[src/pkg/pot_pkg.sv]
package pot_pkg;
    // Register locations
    localparam logic [7:0] LOC_WIPER = 8'h00;
    localparam logic [7:0] LOC_RESERVED = 8'h01;
    localparam logic [7:0] LOC_SELECT = 8'h02;

    // Identification byte
    localparam logic [4:0] ID_PREFIX = 5'h0A;
    localparam int ID_PREFIX_LSB = 3;
    localparam int ID_STRAP_LSB = 1;

    // Selector layout and values
    localparam int SEL_BIT = 7;
    localparam logic [7:0] SELECT_RESET = 8'h00;
    localparam logic [7:0] SELECT_VOLATILE = 8'h80;

    // Reset and stored values
    localparam logic [7:0] WIPER_RESET = 8'h20;
    localparam logic [7:0] STORE_DEFAULT = 8'h40;
    localparam logic [7:0] READ_ZERO = 8'h00;

    // Byte framing
    localparam int BYTE_BITS = 8;
    localparam logic [3:0] BYTE_DONE = 4'h8;

    // Timing
    localparam int CLK_MHZ = 100;
    localparam int WRITE_CYCLE_US = 10;
    localparam int WRITE_CYCLES = WRITE_CYCLE_US * CLK_MHZ;

    typedef enum logic [3:0] {
        ST_LOAD,
        ST_IDLE,
        ST_ID,
        ST_ID_ACK,
        ST_ADDR,
        ST_ADDR_ACK,
        ST_WDATA,
        ST_WDATA_ACK,
        ST_TX,
        ST_TX_ACK,
        ST_WAIT
    } link_state_t;
endpackage

[src/logic/line_sync.sv]
`timescale 1ns/10ps
module line_sync #(
    parameter int WIDTH = 1,
    parameter logic [WIDTH-1:0] RESET_VAL = '0
) (
    // Clock and reset
    input wire logic i_clk_sys,
    input wire logic i_rst_b,
    // Asynchronous lines in, synchronised copy out
    input wire logic [WIDTH-1:0] i_async,
    output logic [WIDTH-1:0] o_sync
);
    logic [WIDTH-1:0] meta_r;

    always_ff @(posedge i_clk_sys or negedge i_rst_b)
    begin
        if (!i_rst_b)
        begin
            meta_r <= RESET_VAL;
            o_sync <= RESET_VAL;
        end
        else
        begin
            meta_r <= i_async;
            o_sync <= meta_r;
        end
    end
endmodule // line_sync

[src/logic/nv_store.sv]
`timescale 1ns/10ps
module nv_store #(
    parameter logic [7:0] INIT = pot_pkg::STORE_DEFAULT,
    parameter int unsigned CYCLES = pot_pkg::WRITE_CYCLES
) (
    // Clock and reset
    input wire logic i_clk_sys,
    input wire logic i_rst_b,
    // Write request
    input wire logic i_start,
    input wire logic [7:0] i_data,
    // Stored value and cycle status
    output logic [7:0] o_value,
    output logic o_busy
);
    localparam int CW = $clog2(CYCLES + 1);
    localparam logic [CW-1:0] LOAD = CW'(CYCLES);
    localparam logic [CW-1:0] ONE = CW'(1);

    logic [CW-1:0] cnt_r;
    logic [CW-1:0] cnt_nxt;
    logic [7:0] value_nxt;
    logic busy_nxt;

    always_comb
    begin
        cnt_nxt = cnt_r;
        value_nxt = o_value;
        busy_nxt = o_busy;
        if (o_busy)
        begin
            cnt_nxt = cnt_r - ONE;
            busy_nxt = (cnt_r != ONE);
        end
        else if (i_start)
        begin
            value_nxt = i_data;
            cnt_nxt = LOAD;
            busy_nxt = 1'b1;
        end
    end

    always_ff @(posedge i_clk_sys or negedge i_rst_b)
    begin
        if (!i_rst_b)
        begin
            cnt_r <= '0;
            o_value <= INIT;
            o_busy <= 1'b0;
        end
        else
        begin
            cnt_r <= cnt_nxt;
            o_value <= value_nxt;
            o_busy <= busy_nxt;
        end
    end
endmodule // nv_store

[src/logic/pot_wiper_i2c_access.sv]
`timescale 1ns/10ps
module pot_wiper_i2c_access #(
    parameter int unsigned WRITE_CYCLES = pot_pkg::WRITE_CYCLES,
    parameter logic [7:0] STORE_INIT = pot_pkg::STORE_DEFAULT
) (
    // Clock and reset
    input wire logic i_clk_sys,
    input wire logic i_rst_b,
    // Two-wire bus
    input wire logic i_scl,
    input wire logic i_sda,
    output logic o_sda,
    output logic o_sda_oe,
    // Address straps
    input wire logic i_strap_pin_hi,
    input wire logic i_strap_pin_lo,
    // Wiper and status
    output logic [7:0] o_wiper,
    output logic o_busy
);
    logic rst_b_s;
    logic [3:0] pins_s;
    logic scl_s;
    logic sda_s;
    logic [1:0] strap_s;
    logic scl_d_r;
    logic sda_d_r;
    logic scl_rise;
    logic scl_fall;
    logic start_ev;
    logic stop_ev;
    logic id_ok;
    logic [7:0] store_value;
    logic [7:0] read_byte;

    pot_pkg::link_state_t state_r;
    pot_pkg::link_state_t state_nxt;
    logic [3:0] cnt_r;
    logic [3:0] cnt_nxt;
    logic [7:0] shift_r;
    logic [7:0] shift_nxt;
    logic [7:0] tx_r;
    logic [7:0] tx_nxt;
    logic [7:0] addr_r;
    logic [7:0] addr_nxt;
    logic rw_r;
    logic rw_nxt;
    logic [7:0] sel_r;
    logic [7:0] sel_nxt;
    logic [7:0] wiper_r;
    logic [7:0] wiper_nxt;
    logic pend_r;
    logic pend_nxt;
    logic [7:0] nvdata_r;
    logic [7:0] nvdata_nxt;
    logic nv_start_r;
    logic nv_start_nxt;
    logic sda_oe_r;
    logic sda_oe_nxt;
    logic sda_out_r;

    // Reset release through two flops
    line_sync #(.WIDTH(1), .RESET_VAL(1'b0)) u_rst_sync (
        .i_clk_sys(i_clk_sys),
        .i_rst_b(i_rst_b),
        .i_async(1'b1),
        .o_sync(rst_b_s)
    );

    // Bus lines and straps into the clock domain
    line_sync #(.WIDTH(4), .RESET_VAL(4'hF)) u_pin_sync (
        .i_clk_sys(i_clk_sys),
        .i_rst_b(rst_b_s),
        .i_async({i_scl, i_sda, i_strap_pin_hi, i_strap_pin_lo}),
        .o_sync(pins_s)
    );

    nv_store #(.INIT(STORE_INIT), .CYCLES(WRITE_CYCLES)) u_store (
        .i_clk_sys(i_clk_sys),
        .i_rst_b(rst_b_s),
        .i_start(nv_start_r),
        .i_data(nvdata_r),
        .o_value(store_value),
        .o_busy(o_busy)
    );

    assign scl_s = pins_s[3];
    assign sda_s = pins_s[2];
    assign strap_s = pins_s[1:0];
    assign scl_rise = scl_s & ~scl_d_r;
    assign scl_fall = ~scl_s & scl_d_r;
    assign start_ev = scl_s & scl_d_r & sda_d_r & ~sda_s;
    assign stop_ev = scl_s & scl_d_r & ~sda_d_r & sda_s;
    assign id_ok = (shift_r[7:pot_pkg::ID_PREFIX_LSB] == pot_pkg::ID_PREFIX)
        && (shift_r[pot_pkg::ID_STRAP_LSB +: 2] == strap_s);

    // Byte returned by a read
    always_comb
    begin
        case (addr_r)
            pot_pkg::LOC_WIPER: read_byte = sel_r[pot_pkg::SEL_BIT] ? wiper_r : store_value;
            pot_pkg::LOC_SELECT: read_byte = sel_r;
            default: read_byte = pot_pkg::READ_ZERO;
        endcase
    end

    always_comb
    begin
        state_nxt = state_r;
        cnt_nxt = cnt_r;
        shift_nxt = shift_r;
        tx_nxt = tx_r;
        addr_nxt = addr_r;
        rw_nxt = rw_r;
        sel_nxt = sel_r;
        wiper_nxt = wiper_r;
        pend_nxt = pend_r;
        nvdata_nxt = nvdata_r;
        nv_start_nxt = 1'b0;
        sda_oe_nxt = sda_oe_r;
        if (state_r == pot_pkg::ST_LOAD)
        begin
            wiper_nxt = store_value;
            state_nxt = pot_pkg::ST_IDLE;
        end
        else if (o_busy || nv_start_r)
        begin
            // Bus ignored while the store is written
            state_nxt = pot_pkg::ST_IDLE;
            sda_oe_nxt = 1'b0;
        end
        else if (stop_ev)
        begin
            nv_start_nxt = pend_r;
            pend_nxt = 1'b0;
            state_nxt = pot_pkg::ST_IDLE;
            sda_oe_nxt = 1'b0;
        end
        else if (start_ev)
        begin
            state_nxt = pot_pkg::ST_ID;
            cnt_nxt = '0;
            sda_oe_nxt = 1'b0;
        end
        else
        begin
            case (state_r)
                pot_pkg::ST_ID, pot_pkg::ST_ADDR, pot_pkg::ST_WDATA:
                begin
                    if (scl_rise)
                    begin
                        shift_nxt = {shift_r[6:0], sda_s};
                        cnt_nxt = cnt_r + 4'h1;
                    end
                    else if (scl_fall && cnt_r == pot_pkg::BYTE_DONE)
                    begin
                        cnt_nxt = '0;
                        sda_oe_nxt = 1'b1;
                        if (state_r == pot_pkg::ST_ID)
                        begin
                            if (id_ok)
                            begin
                                rw_nxt = shift_r[0];
                                state_nxt = pot_pkg::ST_ID_ACK;
                            end
                            else
                            begin
                                sda_oe_nxt = 1'b0;
                                state_nxt = pot_pkg::ST_IDLE;
                            end
                        end
                        else if (state_r == pot_pkg::ST_ADDR)
                        begin
                            addr_nxt = shift_r;
                            state_nxt = pot_pkg::ST_ADDR_ACK;
                        end
                        else
                        begin
                            // Data byte takes effect on its last falling edge
                            if (addr_r == pot_pkg::LOC_WIPER)
                            begin
                                wiper_nxt = shift_r;
                                if (!sel_r[pot_pkg::SEL_BIT])
                                begin
                                    pend_nxt = 1'b1;
                                    nvdata_nxt = shift_r;
                                end
                            end
                            else if (addr_r == pot_pkg::LOC_SELECT)
                            begin
                                sel_nxt = shift_r;
                            end
                            state_nxt = pot_pkg::ST_WDATA_ACK;
                        end
                    end
                end
                pot_pkg::ST_ID_ACK:
                begin
                    if (scl_fall)
                    begin
                        cnt_nxt = '0;
                        if (rw_r)
                        begin
                            tx_nxt = read_byte;
                            sda_oe_nxt = ~read_byte[7];
                            state_nxt = pot_pkg::ST_TX;
                        end
                        else
                        begin
                            sda_oe_nxt = 1'b0;
                            state_nxt = pot_pkg::ST_ADDR;
                        end
                    end
                end
                pot_pkg::ST_ADDR_ACK:
                begin
                    if (scl_fall)
                    begin
                        sda_oe_nxt = 1'b0;
                        state_nxt = pot_pkg::ST_WDATA;
                    end
                end
                pot_pkg::ST_WDATA_ACK:
                begin
                    if (scl_fall)
                    begin
                        sda_oe_nxt = 1'b0;
                        state_nxt = pot_pkg::ST_WAIT;
                    end
                end
                pot_pkg::ST_TX:
                begin
                    if (scl_rise)
                    begin
                        cnt_nxt = cnt_r + 4'h1;
                    end
                    else if (scl_fall)
                    begin
                        if (cnt_r == pot_pkg::BYTE_DONE)
                        begin
                            cnt_nxt = '0;
                            sda_oe_nxt = 1'b0;
                            state_nxt = pot_pkg::ST_TX_ACK;
                        end
                        else
                        begin
                            tx_nxt = {tx_r[6:0], 1'b0};
                            sda_oe_nxt = ~tx_r[6];
                        end
                    end
                end
                pot_pkg::ST_TX_ACK:
                begin
                    if (scl_rise)
                    begin
                        shift_nxt = {shift_r[6:0], sda_s};
                    end
                    else if (scl_fall)
                    begin
                        // Master ack repeats the byte, no ack waits for STOP
                        if (!shift_r[0])
                        begin
                            tx_nxt = read_byte;
                            sda_oe_nxt = ~read_byte[7];
                            state_nxt = pot_pkg::ST_TX;
                        end
                        else
                        begin
                            state_nxt = pot_pkg::ST_WAIT;
                        end
                    end
                end
                pot_pkg::ST_IDLE, pot_pkg::ST_WAIT:
                begin
                    sda_oe_nxt = 1'b0;
                end
                default:
                begin
                    state_nxt = pot_pkg::ST_IDLE;
                    sda_oe_nxt = 1'b0;
                end
            endcase
        end
    end

    always_ff @(posedge i_clk_sys or negedge rst_b_s)
    begin
        if (!rst_b_s)
        begin
            state_r <= pot_pkg::ST_LOAD;
            cnt_r <= '0;
            shift_r <= '0;
            tx_r <= '0;
            addr_r <= pot_pkg::LOC_WIPER;
            rw_r <= 1'b0;
            sel_r <= pot_pkg::SELECT_RESET;
            wiper_r <= pot_pkg::WIPER_RESET;
            pend_r <= 1'b0;
            nvdata_r <= '0;
            nv_start_r <= 1'b0;
            sda_oe_r <= 1'b0;
            sda_out_r <= 1'b0;
            scl_d_r <= 1'b1;
            sda_d_r <= 1'b1;
        end
        else
        begin
            state_r <= state_nxt;
            cnt_r <= cnt_nxt;
            shift_r <= shift_nxt;
            tx_r <= tx_nxt;
            addr_r <= addr_nxt;
            rw_r <= rw_nxt;
            sel_r <= sel_nxt;
            wiper_r <= wiper_nxt;
            pend_r <= pend_nxt;
            nvdata_r <= nvdata_nxt;
            nv_start_r <= nv_start_nxt;
            sda_oe_r <= sda_oe_nxt;
            sda_out_r <= 1'b0;
            scl_d_r <= scl_s;
            sda_d_r <= sda_s;
        end
    end

    assign o_sda = sda_out_r;
    assign o_sda_oe = sda_oe_r;
    assign o_wiper = wiper_r;
endmodule // pot_wiper_i2c_access

[config.mk]
export PLATFORM = sky130hd
export DESIGN_NAME = pot_wiper_i2c_access
export DESIGN_NICKNAME = d
export VERILOG_FILES = /design/src/pkg/pot_pkg.sv /design/src/logic/line_sync.sv /design/src/logic/nv_store.sv /design/src/logic/pot_wiper_i2c_access.sv
export SDC_FILE = /design/constraint.sdc
export NUM_CORES = 1
export LEC_CHECK = 0
export BUFFER_PORTS_ARGS = -buffer_cell sky130_fd_sc_hd__buf_2
export CAP_MARGIN = 20
export CORE_ASPECT_RATIO = 2
export CORE_MARGIN = 4
export CORE_UTILIZATION = 50
export DETAILED_ROUTE_END_ITERATION = 8
export GPL_TIMING_DRIVEN = 0
export PLACE_DENSITY = 0.78
export SETUP_SLACK_MARGIN = 0.05
export SYNTH_ARGS = -nofsm -noshare
export SYNTH_HDL_FRONTEND = slang
export SYNTH_SLANG_ARGS = --single-unit
[constraint.sdc]
create_clock -name i_clk_sys -period 7.8 [get_ports i_clk_sys]
set_clock_uncertainty 0.1 [all_clocks]
set_input_delay 1.17 -clock i_clk_sys [delete_from_list [all_inputs] [get_ports i_clk_sys]]
set_output_delay 1.17 -clock i_clk_sys [all_outputs]
set_load 0.005 [all_outputs]
# Word-level counts from Yosys, hierarchy flattened
# Cells that the tools add are included.
# op_classes
n_addsub	2
bitwise_logic	23
order_cmp	0
n_reduce_logical	30
div_mod_pow	0
eq_ne	58
multipliers	0
n_shift	0
mux	82
# ops
operator	n
$mux 4	23
$mux 8	11
$ne 6x6->1 const B	10
$mux 7	8
$ne 5x5->1 const B	9
$reduce_and 11->1	3
$mux 1	30
$ne 2x2->1 const B	14
$pmux 4 s7	1
$reduce_and 9->1	3
$pmux 7 s3	1
$mux 10	2
$reduce_and 10->1	2
$eq 4x3->1 const B	4
$eq 4x4->1 const B	4
$not 1->1	16
$pmux 8 s2	1
$reduce_bool 2->1	7
$reduce_and 13->1	1
$ne 4x4->1 const B	3
$pmux 4 s3	1
$ne 10x1->1 const B	1
$ne 2x1->1 const B	5
$sub 10x1->10 const B	1
other kinds (23)	34
# totals
latchBits	0
mem_bits_ro	0
inputBits	6
word_cells	216
mem_count	0
register_bits	90
out_inout_bits	11
ramBits	0

# Logic depth before layout (Yosys ltp)
# depth
word_depth	11
mapped_depth	9
ltp_nobuf	7

# Modules after synthesis
# From an unflattened synthesis, not the netlist that was laid out.
# hier_totals
hier_cells	403
hier_area_um2	4605.7
# by_module_without_submodules
module	n_inst	area_each_um2	cells_each	seq_area_each_um2
pot_wiper_i2c_access	1	3453.3	315	1530.2
nv_store	1	892.1	78	476.7
line_sync (u_pin_sync)	1	210.2	8	210.2
line_sync (u_rst_sync)	1	50.0	2	50.0

# Least setup slack after synthesis
# OpenSTA, ideal clock, no wires.
# synth_timing
kind	register -> register
startpoint	register scl_d_r
endpoint	register nvdata_r[0]
setup_time_ns	0.128
period_less_slack_ns	2.345
required_ns	7.572
path_stages_with_launch	9
arrival_time_ns	2.117
setup_slack_ns	5.455
n_path_buf	2
path_cell_list	dfstp_2 > ha_1 > buf_2 > nand4b_1 > nor3_2 > and4_1 > and4_1 > buf_4 > mux2_1
# synth_between
elab_chain_cells	5
word_cells_on_any_way	13
cone_classes	bitwise (11); reduce/logical (2)
# synth_lines
element	line_no	rtl
from (decl)	pot_wiper_i2c_access.sv:26	logic scl_d_r;
from (signal assigned)	pot_wiper_i2c_access.sv:321	scl_d_r <= scl_s;
$and 1x1->1	pot_wiper_i2c_access.sv:92, pot_wiper_i2c_access.sv:93	
$and 1x1->1, on equally long branches (2 in series)	pot_wiper_i2c_access.sv:92, pot_wiper_i2c_access.sv:93	
$not 1->1 (no line)	-	
$reduce_and 11->1 (no line) *	-	
to (signal assigned)	pot_wiper_i2c_access.sv:317	nvdata_r <= nvdata_nxt;
to (decl)	pot_wiper_i2c_access.sv:54	logic [7:0] nvdata_r;
# Every way passes the cells marked *; elsewhere a longest branch is shown, timed or not.
# A chain may end at the register's enable or synchronous reset.

# Final worst setup path
# layout_timing
startpoint	register u_pin_sync.o_sync[3]
endpoint	register state_r[0]
# layout_between
elab_chain_cells	7
word_cells_on_any_way	25
cone_classes	eq/ne (11); mux (4); bitwise (8); reduce/logical (2)
# layout_lines
element	line_no	rtl
from (decl)	line_sync.sv:11	output logic [WIDTH-1:0] o_sync
from (signal assigned)	line_sync.sv:25	o_sync <= meta_r;
branches (longest 7 deep; another with $reduce_and 11->1)	-	
to (signal assigned)	pot_wiper_i2c_access.sv:290	state_r <= pot_pkg::ST_LOAD;
to (signal assigned)	pot_wiper_i2c_access.sv:308	state_r <= state_nxt;
to (decl)	pot_wiper_i2c_access.sv:36	pot_pkg::link_state_t state_r;
# Parallel ways; which one is timed is not known.

==> reports/results.ini <==
[run_status]
outcome = finished, final reports clean

[detailed_routing]
drtPass1Iterations = 4
wl_met1_um = 3560
route.vias.total = 3346
viasPerCell = 6.12
antenna_left = 0
drt_wl_total_um = 10300
wl_met2_um = 5690
wl_per_cell_um = 18.8
wl_met3_um = 386
drc_errors = 0
drt_iter0_drc = 166
top_layer_used = met4

[pwr]
peakVddDrop_mv = 0.302
p_clk_share_pct = 30.5
p_comb_share_pct = 29.9
intPower_uw = 967
powerDensity_mw_per_mm2 = 285
switching_share_pct = 33.6
power_frac_seq_pct = 39.6
netSwitchingPower_uw = 490
leakage_nw = 2.40

[timing]
drv_slew = 0
setup_viol = 0
finalSetupTns_ns = 0
hold_viol_final = 0
setup_slack_ns = 5.04
fin_crit_ns = 2.76
slew_headroom_pct = 45.1
worst_pin_slew_ns = 0.820
clock.fmax_mhz = 362
rsz0062_at_grt = false
post-route-period-util_pct = 35.4
hold_slack_ns = 0.105

[clock_network]
clockBufferDepth = 2
cts_tree = built
h-tree-depth = 3
path_clk_slew_ns = 0.06
postCtsSetupBuffers = 0
cts_sinks = 90
cts_buffers = 9
root_buffer = clkbuf_16
cts_hold_buf = 0
insertion_delay_ns = 0.34
cts.repair.resized = 0

[worst_setup_path]
reg2reg_from = u_pin_sync.o_sync[3]
cp_data_required_time_ns = 7.95
cpPeakStageDelay_ns = 0.57
critPathCaptureType = flip-flop
cp_num_buf_inv = 2
critPathMaxFanout = 9
path_cells = inv_1 > ha_1 > buf_2 > maj3_1 > a222oi_1 > o31ai_1 > o2bb2ai_1 > mux2i_1
crit_slowest_cell = dfstp_2
r2r.worst_path.cells = 8
cp_top_family = compound AO/OA/AOI/OAI gates
r2r_end = state_r[0]
start_kind = flip-flop
worst-endpoint-arrival_ns = 2.91
worstSetupPathType = reg -> reg
r2r_slack_ns = 5.04

[worst_hold_path]
min_path_type = reg -> async

[synth]
synth_nets = 426
synth-seq-cells = 90
synthArstFlopShare_pct = 100
ys_seq_area_share_pct = 49.7
synth-edff-count = 0
synthesis.area_mm2 = 0.00456
synth.most_common_cell = dfrtp_1
synth.avg_cell_area_um2 = 11.1
synth_commonest_cells = dfrtp_1, nand2_1, mux2_2, nor2_1
synth_top_area_share_pct = 42.8
ys.flop_type = dfrtp_1
synthCells = 412
ys_warn_count = 0
synthTopCellsByArea = dfrtp_1, mux2_2, dfstp_2
yosys.area.top_type = dfrtp_1
synth.distinct_cells = 70

[finish]
fillers = 755
fin_area_mm2 = 0.00511
n_antenna_cell = 0
area_delta_synth_final_pct = 12.1
layout-drive-gt1-share_pct = 24.9
fin_nets = 454
final_core_util_pct = 57.1

[global_routing]
grt_overflow_total = 0
grt_start_max_net_pins = 72
grt_pass1_vias = 3537
grtUsageTotal_pct = 21.2
grt_first_pass_wirelength_um = 17100
antenna_found_initial = 0

[place]
placed_cell_area_mm2 = 0.00480
dpl.hpwl_um = 7500
gp_congestion = 0.922
port_buffers = 15
dp_slack_ns = 5.04

[floorplanning]
pin_count = 17
die_y_um = 143
core_area_mm2 = 0.00895
fp.dieW_um = 75.6
rows = 49
dieArea_mm2 = 0.0108
start_util_pct = 51.0

[job]
drv_cap = 0

-- cell type report --
cell class | instances | area (um^2) | area share (%)
Sequential cell | 90 | 2270 | 44.4
Multi-Input combinational cell | 290 | 2140 | 41.8
Clock buffer | 10 | 239 | 4.67
Tap cell | 102 | 128 | 2.50
Buffer | 19 | 111 | 2.18
Timing Repair Buffer | 17 | 108 | 2.10
Clock inverter | 6 | 72.6 | 1.42
Inverter | 13 | 48.8 | 0.954
-- worst register-to-register path, stage by stage (launching register included) --
cell and delay [ns]:
dfstp_2 0.57, inv_1 0.05, ha_1 0.18, buf_2 0.18
maj3_1 0.36, a222oi_1 0.36, o31ai_1 0.20, o2bb2ai_1 0.36
mux2i_1 0.30
-- cell usage in the layout, fill, tap and decap left out, drive strengths merged, types with 4 or more instances in the layout --
| cell | n |
|---|---|
| a21oi | 20 |
| and3 | 4 |
| buf | 29 |
| clkbuf | 17 |
| dfrtp | 78 |
| dfstp | 12 |
| ha | 8 |
| inv | 16 |
| mux2 | 41 |
| mux2i | 9 |
| nand2 | 47 |
| nand2b | 4 |
| nand3 | 6 |
| nand3b | 4 |
| nor2 | 23 |
| nor2b | 4 |
| nor3 | 10 |
| nor3b | 4 |
| nor4 | 5 |
| o21a | 8 |
| o21ai | 19 |
| o31ai | 6 |
| o32a | 8 |
| or2 | 4 |
| xnor2 | 9 |
-- power by group through the flow --
stage / logic [mW] / registers [mW] / clock network (mW)
4_1_cts: 0.432 / 0.575 / 0.452
2_1_floorplan: 0.310 / 0.574 / 0
3_3_place_gp: 0.410 / 0.587 / 0
3_5_place_dp: 0.427 / 0.583 / 0
5_1_grt: 0.477 / 0.582 / 0.472
6_report: 0.436 / 0.576 / 0.445
-- per-stage QoR --
step / power (mW) / instances
after floorplan: 0.884 / 412
after detailed placement: 1.01 / 530
after global routing: 1.53 / 547
after global placement: 0.997 / 529
final: 1.46 / 547
after CTS: 1.46 / 546
-- flip-flops by register name, indices dropped and copies added (netlist names), 4 cells and up --
register / flops
shift_r: 8
o_wiper: 8
u_store.o_value: 8
cnt_r: 4
u_pin_sync.meta_r: 4
u_store.cnt_r: 10
nvdata_r: 8
addr_r: 8
state_r: 4
sel_r: 8
u_pin_sync.o_sync: 4
tx_r: 7
-- routing by layer --
layer  track usage [%]  vias up
met3              3.45       46
met4              13.5        0
met5                 0        -
li1                  -     1540
met1              22.4     1655
met2              37.2      105
-- worst max path at each step --
stage / cells after the start / end / slack, ns / startpoint
2_1_floorplan: 0 / addr_r[0] / 5.03 / u_rst_sync.o_sync
4_1_cts: 8 / state_r[1] / 5.03 / u_pin_sync.o_sync[3]
5_1_grt: 8 / state_r[1] / 4.91 / u_pin_sync.o_sync[3]
3_5_place_dp: 8 / state_r[1] / 5.04 / u_pin_sync.o_sync[3]
3_3_place_gp: 0 / state_r[3] / 4.17 / u_rst_sync.o_sync
6_report: 8 / state_r[0] / 5.04 / u_pin_sync.o_sync[3]
-- cell families after synthesis --
| family | share of synthesized area, % |
|---|---|
| buffers and inverters | 3.51 |
| flip-flops | 49.7 |
| AO/OA/AOI/OAI | 13.1 |
| XOR/XNOR | 2.11 |
| adder cells (fa/ha/maj) | 2.41 |
| AND/OR/NAND/NOR | 17.0 |
| other | 0.165 |
| multiplexers | 12.1 |
(Power assumes the default switching activity.)
